<file path="config.mk">
export PLATFORM = sky130hd
export DESIGN_NAME = sba_front
export DESIGN_NICKNAME = d
export VERILOG_FILES = /design/src/core/sba_pkg.sv /design/src/core/sba_front.sv
export SDC_FILE = /design/constraint.sdc
export NUM_CORES = 1
export LEC_CHECK = 0
export BUFFER_PORTS_ARGS = -buffer_cell sky130_fd_sc_hd__buf_2
export CAP_MARGIN = 10
export CORE_ASPECT_RATIO = 1.4
export CORE_MARGIN = 4
export CORE_UTILIZATION = 28
export DETAILED_ROUTE_END_ITERATION = 12
export GPL_TIMING_DRIVEN = 0
export PLACE_DENSITY = 0.54
export SYNTH_ARGS = -nofsm -noshare
export SYNTH_HDL_FRONTEND = slang
export SYNTH_SLANG_ARGS = --single-unit
export TNS_END_PERCENT = 20
</file>
<file path="constraint.sdc">
create_clock -name clk_i -period 2.3 [get_ports clk_i]
set_clock_uncertainty 0.1 [all_clocks]
set_input_delay 0.115 -clock clk_i [delete_from_list [all_inputs] [get_ports clk_i]]
set_output_delay 0.115 -clock clk_i [all_outputs]
set_load 0.03 [all_outputs]
</file>
<file path="src/core/sba_pkg.sv">
package sba_pkg;

  // ****************************************************************
  // Address line geometry
  // ****************************************************************
  localparam int SBA_ADDR_LSB  = 3;
  localparam int SBA_AW        = 33;
  localparam int SBA_A20_IDX   = 20 - SBA_ADDR_LSB;
  localparam int SBA_UP_LO_IDX = 24 - SBA_ADDR_LSB;
  localparam int SBA_POC_ADDR_PARITY_ERROR_N  = 0;

  // ****************************************************************
  // Register map, byte addresses on the Wishbone port
  // ****************************************************************
  localparam logic [7:0] SBA_REG_CTRL    = 8'h00;
  localparam logic [7:0] SBA_REG_ADDR_LO = 8'h04;
  localparam logic [7:0] SBA_REG_ADDR_HI = 8'h08;
  localparam logic [7:0] SBA_REG_TYPE_LO = 8'h0C;
  localparam logic [7:0] SBA_REG_TYPE_HI = 8'h10;
  localparam logic [7:0] SBA_REG_STATUS  = 8'h14;
  localparam logic [7:0] SBA_REG_POC_LO  = 8'h18;
  localparam logic [7:0] SBA_REG_POC_HI  = 8'h1C;
  localparam logic [7:0] SBA_REG_SNP_LO  = 8'h20;
  localparam logic [7:0] SBA_REG_SNP_HI  = 8'h24;

  // Status and control bit positions.
  localparam int SBA_ST_BUSY   = 0;
  localparam int SBA_ST_DONE   = 1;
  localparam int SBA_ST_ABORT  = 2;
  localparam int SBA_ST_PERR   = 3;
  localparam int SBA_ST_ADDR_BIT20_MASK_N   = 4;
  localparam int SBA_ST_F100   = 5;
  localparam int SBA_ST_CFGV   = 6;
  localparam int SBA_ST_RATIO  = 8;
  localparam int SBA_CTRL_GO   = 0;

  // Cycles after the type phase during which an address parity error
  // aborts our own transaction; covers the two-flop input delay.
  localparam logic [2:0] SBA_ADDR_PARITY_ERROR_N_WIN = 3'h4;

  // Core-to-bus ratio table, indexed by the four sampled strap pins.
  localparam logic [63:0] SBA_RATIO_TABLE = 64'hFEDCBA9876543210;

  typedef enum logic [1:0] {
    SBA_IDLE  = 2'b00,
    SBA_ADDR  = 2'b01,
    SBA_TYPE  = 2'b10,
    SBA_CHECK = 2'b11
  } sba_state_e;

  typedef struct packed {
    logic              sys_rst_n;
    logic              freq_sel;
    logic              strobe_n;
    logic              par_up_n;
    logic              par_lo_n;
    logic              addr_parity_error_n_n;
    logic              addr_bit20_mask_n_n;
    logic              ignore_numeric_error_n_n;
    logic [1:0]        lint;
    logic [SBA_AW-1:0] addr_n;
  } sba_pins_s;

  typedef struct packed {
    logic [SBA_AW-1:0] addr;
    logic [SBA_AW-1:0] ttype;
  } sba_req_s;

endpackage

</file>
<file path="src/core/sba_front.sv">
// Chosen here: the Wishbone register port and the placing of the registers.
`timescale 1ns/10ps
// Overview of operation
// - Frequency select low means 66 MHz bus, high means 100 MHz bus.
// - A part limited to 66 MHz pulls the frequency select line low.
// - All agents share one bus frequency and one select line.
// - Address lines carry byte address bits 35 to 3, eight-byte aligned.
// - Strobe asserted: lines carry address; deasserted: transaction type.
// - Upper parity covers bits 35 to 24, lower covers 23 to 3.
// - Address lines are captured as power-on configuration at reset release.
// - Address mask input forces bit 20 inactive on lookups and requests; here only own requests are masked, snooped addresses keep bit 20.
// - During reset the mask, numeric and interrupt pins give clock ratio.
// - Ratio pins latch at reset release; ratio then stays frozen.
// - The initiator asserts the strobe with a valid address.
// - Strobe activation starts parity, protocol, decode and snoop checks; here only parity is checked and the snoop address captured.
// - Agents drive and observe parity error; enabled observation aborts.
// - Parity pin high when an even number of covered lines are low.
// - Outputs change and inputs latch on the rising bus clock edge.
module sba_front
  import sba_pkg::*;
#(
  parameter bit ONLY_66 = 1'b0
) (
  input  wire logic              clk_i,
  input  wire logic              rst_i,
  input  wire logic              wb_cyc_i,
  input  wire logic              wb_stb_i,
  input  wire logic              wb_we_i,
  input  wire logic [7:0]        wb_adr_i,
  input  wire logic [3:0]        wb_sel_i,
  input  wire logic [31:0]       wb_dat_i,
  output logic      [31:0]       wb_dat_o,
  output logic                   wb_ack_o,
  input  wire logic              sys_reset_n_i,
  input  wire logic              freq_sel_i,
  output logic                   freq_sel_o,
  output logic                   freq_sel_oe_o,
  input  wire logic [SBA_AW-1:0] addr_n_i,
  output logic      [SBA_AW-1:0] addr_n_o,
  output logic                   addr_oe_o,
  input  wire logic              addr_strobe_n_i,
  output logic                   addr_strobe_n_o,
  output logic                   addr_strobe_oe_o,
  input  wire logic              addr_parity_upper_n_i,
  output logic                   addr_parity_upper_n_o,
  input  wire logic              addr_parity_lower_n_i,
  output logic                   addr_parity_lower_n_o,
  output logic                   addr_parity_oe_o,
  input  wire logic              addr_parity_error_n_i,
  output logic                   addr_parity_error_n_o,
  output logic                   addr_parity_error_oe_o,
  input  wire logic              addr_bit20_mask_n_i,
  input  wire logic              ignore_numeric_error_n_i,
  input  wire logic [1:0]        local_irq_pins_i
);

  // ****************************************************************
  // Helpers
  // ****************************************************************
  // Parity pin level for a group of logical bits; a logical one is a
  // low pin, so the pin is high when the count of ones is even.
  function automatic logic par_pin(input logic [SBA_AW-1:0] bits,
                                   input logic               upper);
    logic [SBA_AW-1:0] m;
    m = '0;
    for (int i = 0; i < SBA_AW; i++) begin
      m[i] = (i >= SBA_UP_LO_IDX) == upper;
    end
    par_pin = ~^(bits & m);
  endfunction

  function automatic logic [31:0] wmask(input logic [31:0] old,
                                        input logic [31:0] nw,
                                        input logic [3:0]  sel);
    logic [31:0] r;
    r = old;
    for (int b = 0; b < 4; b++) begin
      if (sel[b]) begin
        r[8*b +: 8] = nw[8*b +: 8];
      end
    end
    wmask = r;
  endfunction

  // Write strobe for one register address, shared by every writable register.
  function automatic logic reg_wr(input logic       wr,
                                  input logic [7:0] adr,
                                  input logic [7:0] reg_adr);
    reg_wr = wr & (adr == reg_adr);
  endfunction

  // ****************************************************************
  // Pin synchronisers
  // ****************************************************************
  sba_pins_s pin_meta;
  sba_pins_s pin;
  sba_pins_s pin_raw;

  assign pin_raw = '{sys_rst_n: sys_reset_n_i, freq_sel: freq_sel_i,
                     strobe_n: addr_strobe_n_i,
                     par_up_n: addr_parity_upper_n_i,
                     par_lo_n: addr_parity_lower_n_i,
                     addr_parity_error_n_n: addr_parity_error_n_i,
                     addr_bit20_mask_n_n: addr_bit20_mask_n_i,
                     ignore_numeric_error_n_n: ignore_numeric_error_n_i,
                     lint: local_irq_pins_i, addr_n: addr_n_i};

  // Every pin input is sampled on the rising edge only.
  always_ff @(posedge clk_i) begin
    pin_meta <= pin_raw;
    pin      <= pin_meta;
  end

  // ****************************************************************
  // Reset-time configuration capture
  // ****************************************************************
  logic              sys_rst_q;
  logic [3:0]        ratio_raw;
  logic [3:0]        ratio;
  logic [SBA_AW-1:0] poc;
  logic              cfg_valid;
  wire               rst_release = ~sys_rst_q & pin.sys_rst_n;
  wire  [3:0]        ratio_pins  = {pin.addr_bit20_mask_n_n, pin.ignore_numeric_error_n_n, pin.lint};
  wire               addr_parity_error_n_obs_en = poc[SBA_POC_ADDR_PARITY_ERROR_N];

  // The ratio comes from the last sample taken while reset was still low,
  // so a strap that moves on the release edge itself cannot slip in.
  always_ff @(posedge clk_i) begin
    if (rst_i) begin
      sys_rst_q <= 1'b0;
      ratio_raw <= 4'h0;
      ratio     <= 4'h0;
      poc       <= '0;
      cfg_valid <= 1'b0;
    end else begin
      sys_rst_q <= pin.sys_rst_n;
      if (!pin.sys_rst_n) begin
        ratio_raw <= ratio_pins;
        cfg_valid <= 1'b0;
      end
      if (rst_release) begin
        poc       <= ~pin.addr_n;
        ratio     <= SBA_RATIO_TABLE[4*ratio_raw +: 4];
        cfg_valid <= 1'b1;
      end
    end
  end

  // ****************************************************************
  // Frequency select
  // ****************************************************************
  // The pin is only ever pulled low; a part able to run at 100 MHz leaves
  // it to the board so that every agent reads the same level.
  assign freq_sel_o    = 1'b0;
  assign freq_sel_oe_o = ONLY_66;
  wire   bus_is_100    = pin.freq_sel;

  // ****************************************************************
  // Register file
  // ****************************************************************
  sba_req_s          req;
  sba_state_e        state;
  logic              done;
  logic              abort;
  logic              perr;
  logic [SBA_AW-1:0] snoop;
  logic [31:0]       rd_data;
  wire               wb_hit = wb_cyc_i & wb_stb_i & ~wb_ack_o;
  wire               wb_wr  = wb_hit & wb_we_i;
  wire               go     = reg_wr(wb_wr, wb_adr_i, SBA_REG_CTRL) &
                              wb_sel_i[0] & wb_dat_i[SBA_CTRL_GO];
  wire               clr_w  = reg_wr(wb_wr, wb_adr_i, SBA_REG_STATUS) &
                              wb_sel_i[0];
  wire               wr_alo = reg_wr(wb_wr, wb_adr_i, SBA_REG_ADDR_LO);
  wire               wr_ahi = reg_wr(wb_wr, wb_adr_i, SBA_REG_ADDR_HI) &
                              wb_sel_i[0];
  wire               wr_tlo = reg_wr(wb_wr, wb_adr_i, SBA_REG_TYPE_LO);
  wire               wr_thi = reg_wr(wb_wr, wb_adr_i, SBA_REG_TYPE_HI) &
                              wb_sel_i[0];
  wire  [31:0]       alo_new = wmask({req.addr[28:0], 3'h0}, wb_dat_i,
                                     wb_sel_i);
  wire  [31:0]       tlo_new = wmask(req.ttype[31:0], wb_dat_i, wb_sel_i);
  wire  [31:0]       st_word;

  assign st_word = {20'h0, ratio, 1'b0, cfg_valid, bus_is_100,
                    ~pin.addr_bit20_mask_n_n, perr, abort, done, state != SBA_IDLE};

  always_comb begin
    case (wb_adr_i)
      SBA_REG_ADDR_LO: rd_data = {req.addr[28:0], 3'h0};
      SBA_REG_ADDR_HI: rd_data = {28'h0, req.addr[32:29]};
      SBA_REG_TYPE_LO: rd_data = req.ttype[31:0];
      SBA_REG_TYPE_HI: rd_data = {31'h0, req.ttype[32]};
      SBA_REG_STATUS:  rd_data = st_word;
      SBA_REG_POC_LO:  rd_data = poc[31:0];
      SBA_REG_POC_HI:  rd_data = {31'h0, poc[32]};
      SBA_REG_SNP_LO:  rd_data = {snoop[28:0], 3'h0};
      SBA_REG_SNP_HI:  rd_data = {28'h0, snoop[32:29]};
      default:         rd_data = 32'h0;
    endcase
  end

  always_ff @(posedge clk_i) begin
    if (rst_i) begin
      wb_ack_o <= 1'b0;
      wb_dat_o <= 32'h0;
      req      <= '0;
    end else begin
      wb_ack_o <= wb_hit;
      wb_dat_o <= wb_hit & ~wb_we_i ? rd_data : 32'h0;
      if (wr_alo) begin
        req.addr[28:0] <= alo_new[31:SBA_ADDR_LSB];
      end
      if (wr_ahi) begin
        req.addr[32:29] <= wb_dat_i[3:0];
      end
      if (wr_tlo) begin
        req.ttype[31:0] <= tlo_new;
      end
      if (wr_thi) begin
        req.ttype[32] <= wb_dat_i[0];
      end
    end
  end

  // ****************************************************************
  // Request sequencer
  // ****************************************************************
  // The mask input is asynchronous; software must not start a request
  // until the write that changed it has completed on the bus.
  logic [2:0]        win;
  sba_state_e        next_state;
  wire  [SBA_AW-1:0] out_addr = pin.addr_bit20_mask_n_n ? req.addr :
                                req.addr & ~(33'h1 << SBA_A20_IDX);
  wire               can_go   = cfg_valid & pin.sys_rst_n & go;
  wire               addr_parity_error_n_hit = ~pin.addr_parity_error_n_n & addr_parity_error_n_obs_en;

  always_comb begin
    case (state)
      SBA_IDLE:  next_state = can_go ? SBA_ADDR : SBA_IDLE;
      SBA_ADDR:  next_state = SBA_TYPE;
      SBA_TYPE:  next_state = SBA_CHECK;
      SBA_CHECK: next_state = (addr_parity_error_n_hit || win == 3'h0) ? SBA_IDLE :
                              SBA_CHECK;
      default:   next_state = SBA_IDLE;
    endcase
  end

  // A system reset drops a request at once; the pins follow one cycle
  // later, because they are driven from the next state.
  always_ff @(posedge clk_i) begin
    if (rst_i || !pin.sys_rst_n) begin
      state <= SBA_IDLE;
      win   <= 3'h0;
      done  <= 1'b0;
      abort <= 1'b0;
    end else begin
      state <= next_state;
      win   <= state == SBA_TYPE ? SBA_ADDR_PARITY_ERROR_N_WIN - 3'h1 :
               win - {2'h0, win != 3'h0};
      // A completion in the cycle of a clear still leaves its flag set.
      if (clr_w && wb_dat_i[SBA_ST_DONE]) begin
        done <= 1'b0;
      end
      if (clr_w && wb_dat_i[SBA_ST_ABORT]) begin
        abort <= 1'b0;
      end
      if (state == SBA_CHECK && addr_parity_error_n_hit) begin
        abort <= 1'b1;
      end else if (state == SBA_CHECK && win == 3'h0) begin
        done <= 1'b1;
      end
    end
  end

  // Pin drive: address phase with strobe, then type phase without it.
  // Driving from the next state puts the pins on the edge of the state
  // change, so the strobe never lags the address by a cycle.
  always_ff @(posedge clk_i) begin
    if (rst_i) begin
      addr_n_o              <= '1;
      addr_oe_o             <= 1'b0;
      addr_strobe_n_o       <= 1'b1;
      addr_strobe_oe_o      <= 1'b0;
      addr_parity_upper_n_o <= 1'b1;
      addr_parity_lower_n_o <= 1'b1;
      addr_parity_oe_o      <= 1'b0;
    end else begin
      addr_oe_o        <= next_state == SBA_ADDR ||
                          next_state == SBA_TYPE;
      addr_strobe_oe_o <= next_state == SBA_ADDR ||
                          next_state == SBA_TYPE;
      addr_parity_oe_o <= next_state == SBA_ADDR;
      addr_strobe_n_o  <= next_state != SBA_ADDR;
      if (next_state == SBA_ADDR) begin
        addr_n_o              <= ~out_addr;
        addr_parity_upper_n_o <= par_pin(out_addr, 1'b1);
        addr_parity_lower_n_o <= par_pin(out_addr, 1'b0);
      end else if (next_state == SBA_TYPE) begin
        addr_n_o <= ~req.ttype;
      end else begin
        addr_n_o <= '1;
      end
    end
  end

  // ****************************************************************
  // Bus monitor
  // ****************************************************************
  // Our own request is not checked; the monitor is blind to it because own_q
  // is set while the sequencer is out of IDLE, as it is when the synchronised strobe lands.
  logic strobe_q;
  logic own_q;
  wire  strobe_rise = ~pin.strobe_n & strobe_q;
  wire  [SBA_AW-1:0] seen = ~pin.addr_n;
  wire  par_bad = (par_pin(seen, 1'b1) != pin.par_up_n) |
                  (par_pin(seen, 1'b0) != pin.par_lo_n);
  wire  foreign = strobe_rise & ~own_q;

  always_ff @(posedge clk_i) begin
    if (rst_i) begin
      strobe_q               <= 1'b1;
      own_q                  <= 1'b0;
      snoop                  <= '0;
      perr                   <= 1'b0;
      addr_parity_error_n_o  <= 1'b1;
      addr_parity_error_oe_o <= 1'b0;
    end else begin
      strobe_q <= pin.strobe_n;
      own_q    <= state != SBA_IDLE;
      if (foreign) begin
        snoop <= seen;
      end
      if (foreign && par_bad) begin
        perr <= 1'b1;
      end else if (clr_w && wb_dat_i[SBA_ST_PERR]) begin
        perr <= 1'b0;
      end
      addr_parity_error_n_o  <= ~(foreign & par_bad);
      addr_parity_error_oe_o <= foreign & par_bad;
    end
  end

endmodule

</file>
==> results.cfg <==
[outcome]
status = finished, final reports clean

[timing]
maxSlewHeadroom_pct = 38.8
tightest_slew_ps = 906
max_freq_mhz = 446
period_needed_ps = 2240
slew_viol_final = 0
setup_viol = 0
rsz0062_at_grt = yes
post-route-period-util_pct = 97.5
hold_viol = 0
fin_setup_tns_ps = 0

[routing]
wl_um = 34300
firstDrtPassIters = 9
drt_iter0_markers = 580
viasPerCell = 4.76
dr_total_vias = 8407
drc = 0
ant_nets = 0
wl_per_cell_um = 19.5

[worst_hold_path]
min_path_cells = 3
hp-class = input pin to flip-flop
hold_end = addr_parity_error_n_o
worstHoldStart = rst_i

[yosys]
synth.avg_cell_area_sq_um = 10.8
synth.yosys.warnings = 0
ys_ff_latch = 311
ys_types = 47
yosysTopAreaCellShare_pct = 58.4
ys.flop_type = dfxtp_1
yosys.area.top_type = dfxtp_1
syn_area_sq_mm = 0.0107
ys_seq_area_share_pct = 58.4
synthArstFlopShare_pct = 0
netlist_instances = 986
synthTopCellsByArea = dfxtp_1 58%, mux2i_1 7.3%, nor2_1 6.2%, a211oi_1 4.6%, xnor2_1 4.5%
synth_edf_count = 0

[flow_run]
drv_cap = 0

[cells_and_area]
nNetsFinal = 1360
areaGrowthSynthToFinish_pct = 32.2
drive_gt1_share_pct = 20.8
post-route-util_pct = 37.4
final_cells = 1765

[floorplan]
rows = 84
die-height_um = 239
die_w_um = 173
start_util_pct = 28.3
boundaryPins = 168
design.die.area_sq_mm = 0.0413
core_area_sq_mm = 0.0376

[pwr]
peakVddDrop_v = 0.000535
p_leak_uw = 0.00586
power.density_mw_per_mm2 = 860

[setup_path]
cp-start-kind = input pin
critPathCaptureType = flip-flop
reg2reg_from = wb_ack_o
required_ps = 2650
startpoint = wb_adr_i[6]
worst-setup-path-type = input pin to flip-flop
cp_slowest_cell = dlygate4sd3_1
cpPeakStageDelay_ps = 550
ff2ff_path_depth = 6
path_cells = dlygate4sd3_1, buf_2, nor4_4, buf_2, clkbuf_1, a222oi_1, nor2_1
timing.rr.end = wb_dat_o[11]
crit_path_frequent_cell = buf_2
rrSetupSlack_ps = 100
path_max_fanout = 10
arrival_ps = 2590

[global_routing]
grt_util_all_layers_pct = 16.2
grt_antenna_before_repair = 1
grt_pass1_vias = 8559
overflow = 0
grt_pass1_wl_um = 51800
grt_max_degree = 16

[clock_network]
max-clock-path-buffers = 3
htreeDepth = 1
clkLatencyLatePin_ps = 560
cts_buffers = 31
cts-root-buf = clkbuf_16
cts_num_sinks = 311
cts_tree = done
clk_pin_slew_ps = 60

[place]
place_inst = 1623
dp_hpwl_um = 26100
place.gp.congestion = 0.907
io_buffers = 163
==> where the power goes <==
part | leakage, uW | switching [uW] | total [uW] | internal, uW
Combinational | 0.00275 | 422 | 771 | 349
Sequential | 0.00256 | 140 | 5730 | 5590
Clock | 0.000550 | 2170 | 5620 | 3450
==> cell usage after synthesis (4+ instances only) <==
| cell | number |
|---|---|
| nand3_2 | 7 |
| nor3_1 | 5 |
| xor2_1 | 6 |
| a22o_1 | 31 |
| inv_1 | 7 |
| o21ai_0 | 4 |
| a211oi_1 | 66 |
| and3_1 | 6 |
| buf_4 | 6 |
| a22oi_1 | 40 |
| a21oi_1 | 19 |
| mux2i_1 | 78 |
| nor2b_1 | 4 |
| xnor2_1 | 55 |
| a32oi_1 | 5 |
| nand2_1 | 25 |
| buf_2 | 14 |
| buf_1 | 4 |
| and2_1 | 4 |
| nand3_1 | 6 |
| nand2b_1 | 5 |
| dfxtp_1 | 311 |
| mux2_2 | 8 |
| clkbuf_1 | 45 |
| a222oi_1 | 21 |
| nor2_1 | 176 |
==> kinds of logic after synthesis <==
kind of cell | after synthesis | synth area share [%]
compound gates | 194 | 14.1
xor+xnor | 62 | 5.22
fa+ha+maj | 2 | 0.235
buf+inv | 76 | 3.05
flops | 311 | 58.4
mux | 86 | 8.17
other cells | 1 | 0.0352
simple gates | 254 | 10.7
==> layout make-up <==
type	instances	area, sq um
Buffer	69	304
Inverter	7	26.3
Fill cell	3776	23500
Clock inverter	19	293
Sequential cell	311	6230
Clock buffer	38	862
Tap cell	473	592
Antenna cell	2	5.00
Multi-Input combinational cell	600	4130
Timing Repair Buffer	246	1650
==> repair_timing <==
action,4_1_cts,5_1_grt
setup buffers,0,0
setup endpoints to repair,9,11
hold endpoints to repair,116,0
resized for setup,3,8
hold buffers,83,0
==> through the flow <==
stage          setup WS, ps  cell area [sq um]  hold slack [ps]  power, uW
6_report               56.5              14100             34.8      12100
5_1_grt               -69.2              14100             45.6      12600
4_1_cts                24.8              14100             7.95      12300
3_5_place_dp           -118              12100              119       6510
3_3_place_gp          -76.1              12100              120       6500
2_1_floorplan           547              10700             42.7       6200
==> flip-flops by register name, summed over array words and instances (netlist names), 32 cells and up <==
name      flops
snoop        33
pin_meta     43
addr_n_o     33
wb_dat_o     32
pin          42
poc          33
req          66
==> critical path, delay by kind of cell <==
family / cells / cell delay [ps]
buf+inv: 4 / 1530
compound gates: 1 / 130
simple gates: 2 / 820
==> how the worst max path moves through the flow <==
| stage | endpoint | slack (ps) | cells after the start |
|---|---|---|---|
| after floorplan | wb_dat_o[10] | 550 | 6 |
| after global placement | req[13] | -80 | 5 |
| after detailed placement | req[13] | -120 | 5 |
| after CTS | wb_dat_o[12] | 20 | 9 |
| after global routing | wb_dat_o[30] | -70 | 7 |
| final | wb_dat_o[12] | 60 | 7 |
==> layer usage <==
layer	vias to the layer above	track usage (%)	wire (um)
met5	-	0	0
met2	248	30.0	17700
met3	62	2.55	1690
met1	4030	18.5	13700
li1	4067	-	-
met4	0	6.63	1240
==> cells in the final DEF, fill, tap and decap left out, types with 3 or more instances in the layout <==
cell,count
xnor2_1,55
nor2_1,176
clkinvlp_4,6
mux2_2,8
a22oi_1,40
nand2b_1,5
nand3_1,6
a211oi_1,66
buf_4,6
mux2i_1,78
inv_1,7
nand3_2,7
a21oi_2,3
a222oi_1,21
clkbuf_2,4
o21ai_0,4
a21oi_1,16
bufinv_16,7
dlygate4sd3_1,83
nor2b_1,4
and3_1,6
nor3_1,5
buf_2,177
and2_1,4
buf_1,4
a22o_1,31
a32oi_1,5
xor2_1,6
dfxtp_1,311
clkbuf_8,6
clkbuf_1,42
clkbuf_16,31
nand2_1,25
clkinv_2,4
Note: power is estimated with default switching activity, not from simulation.
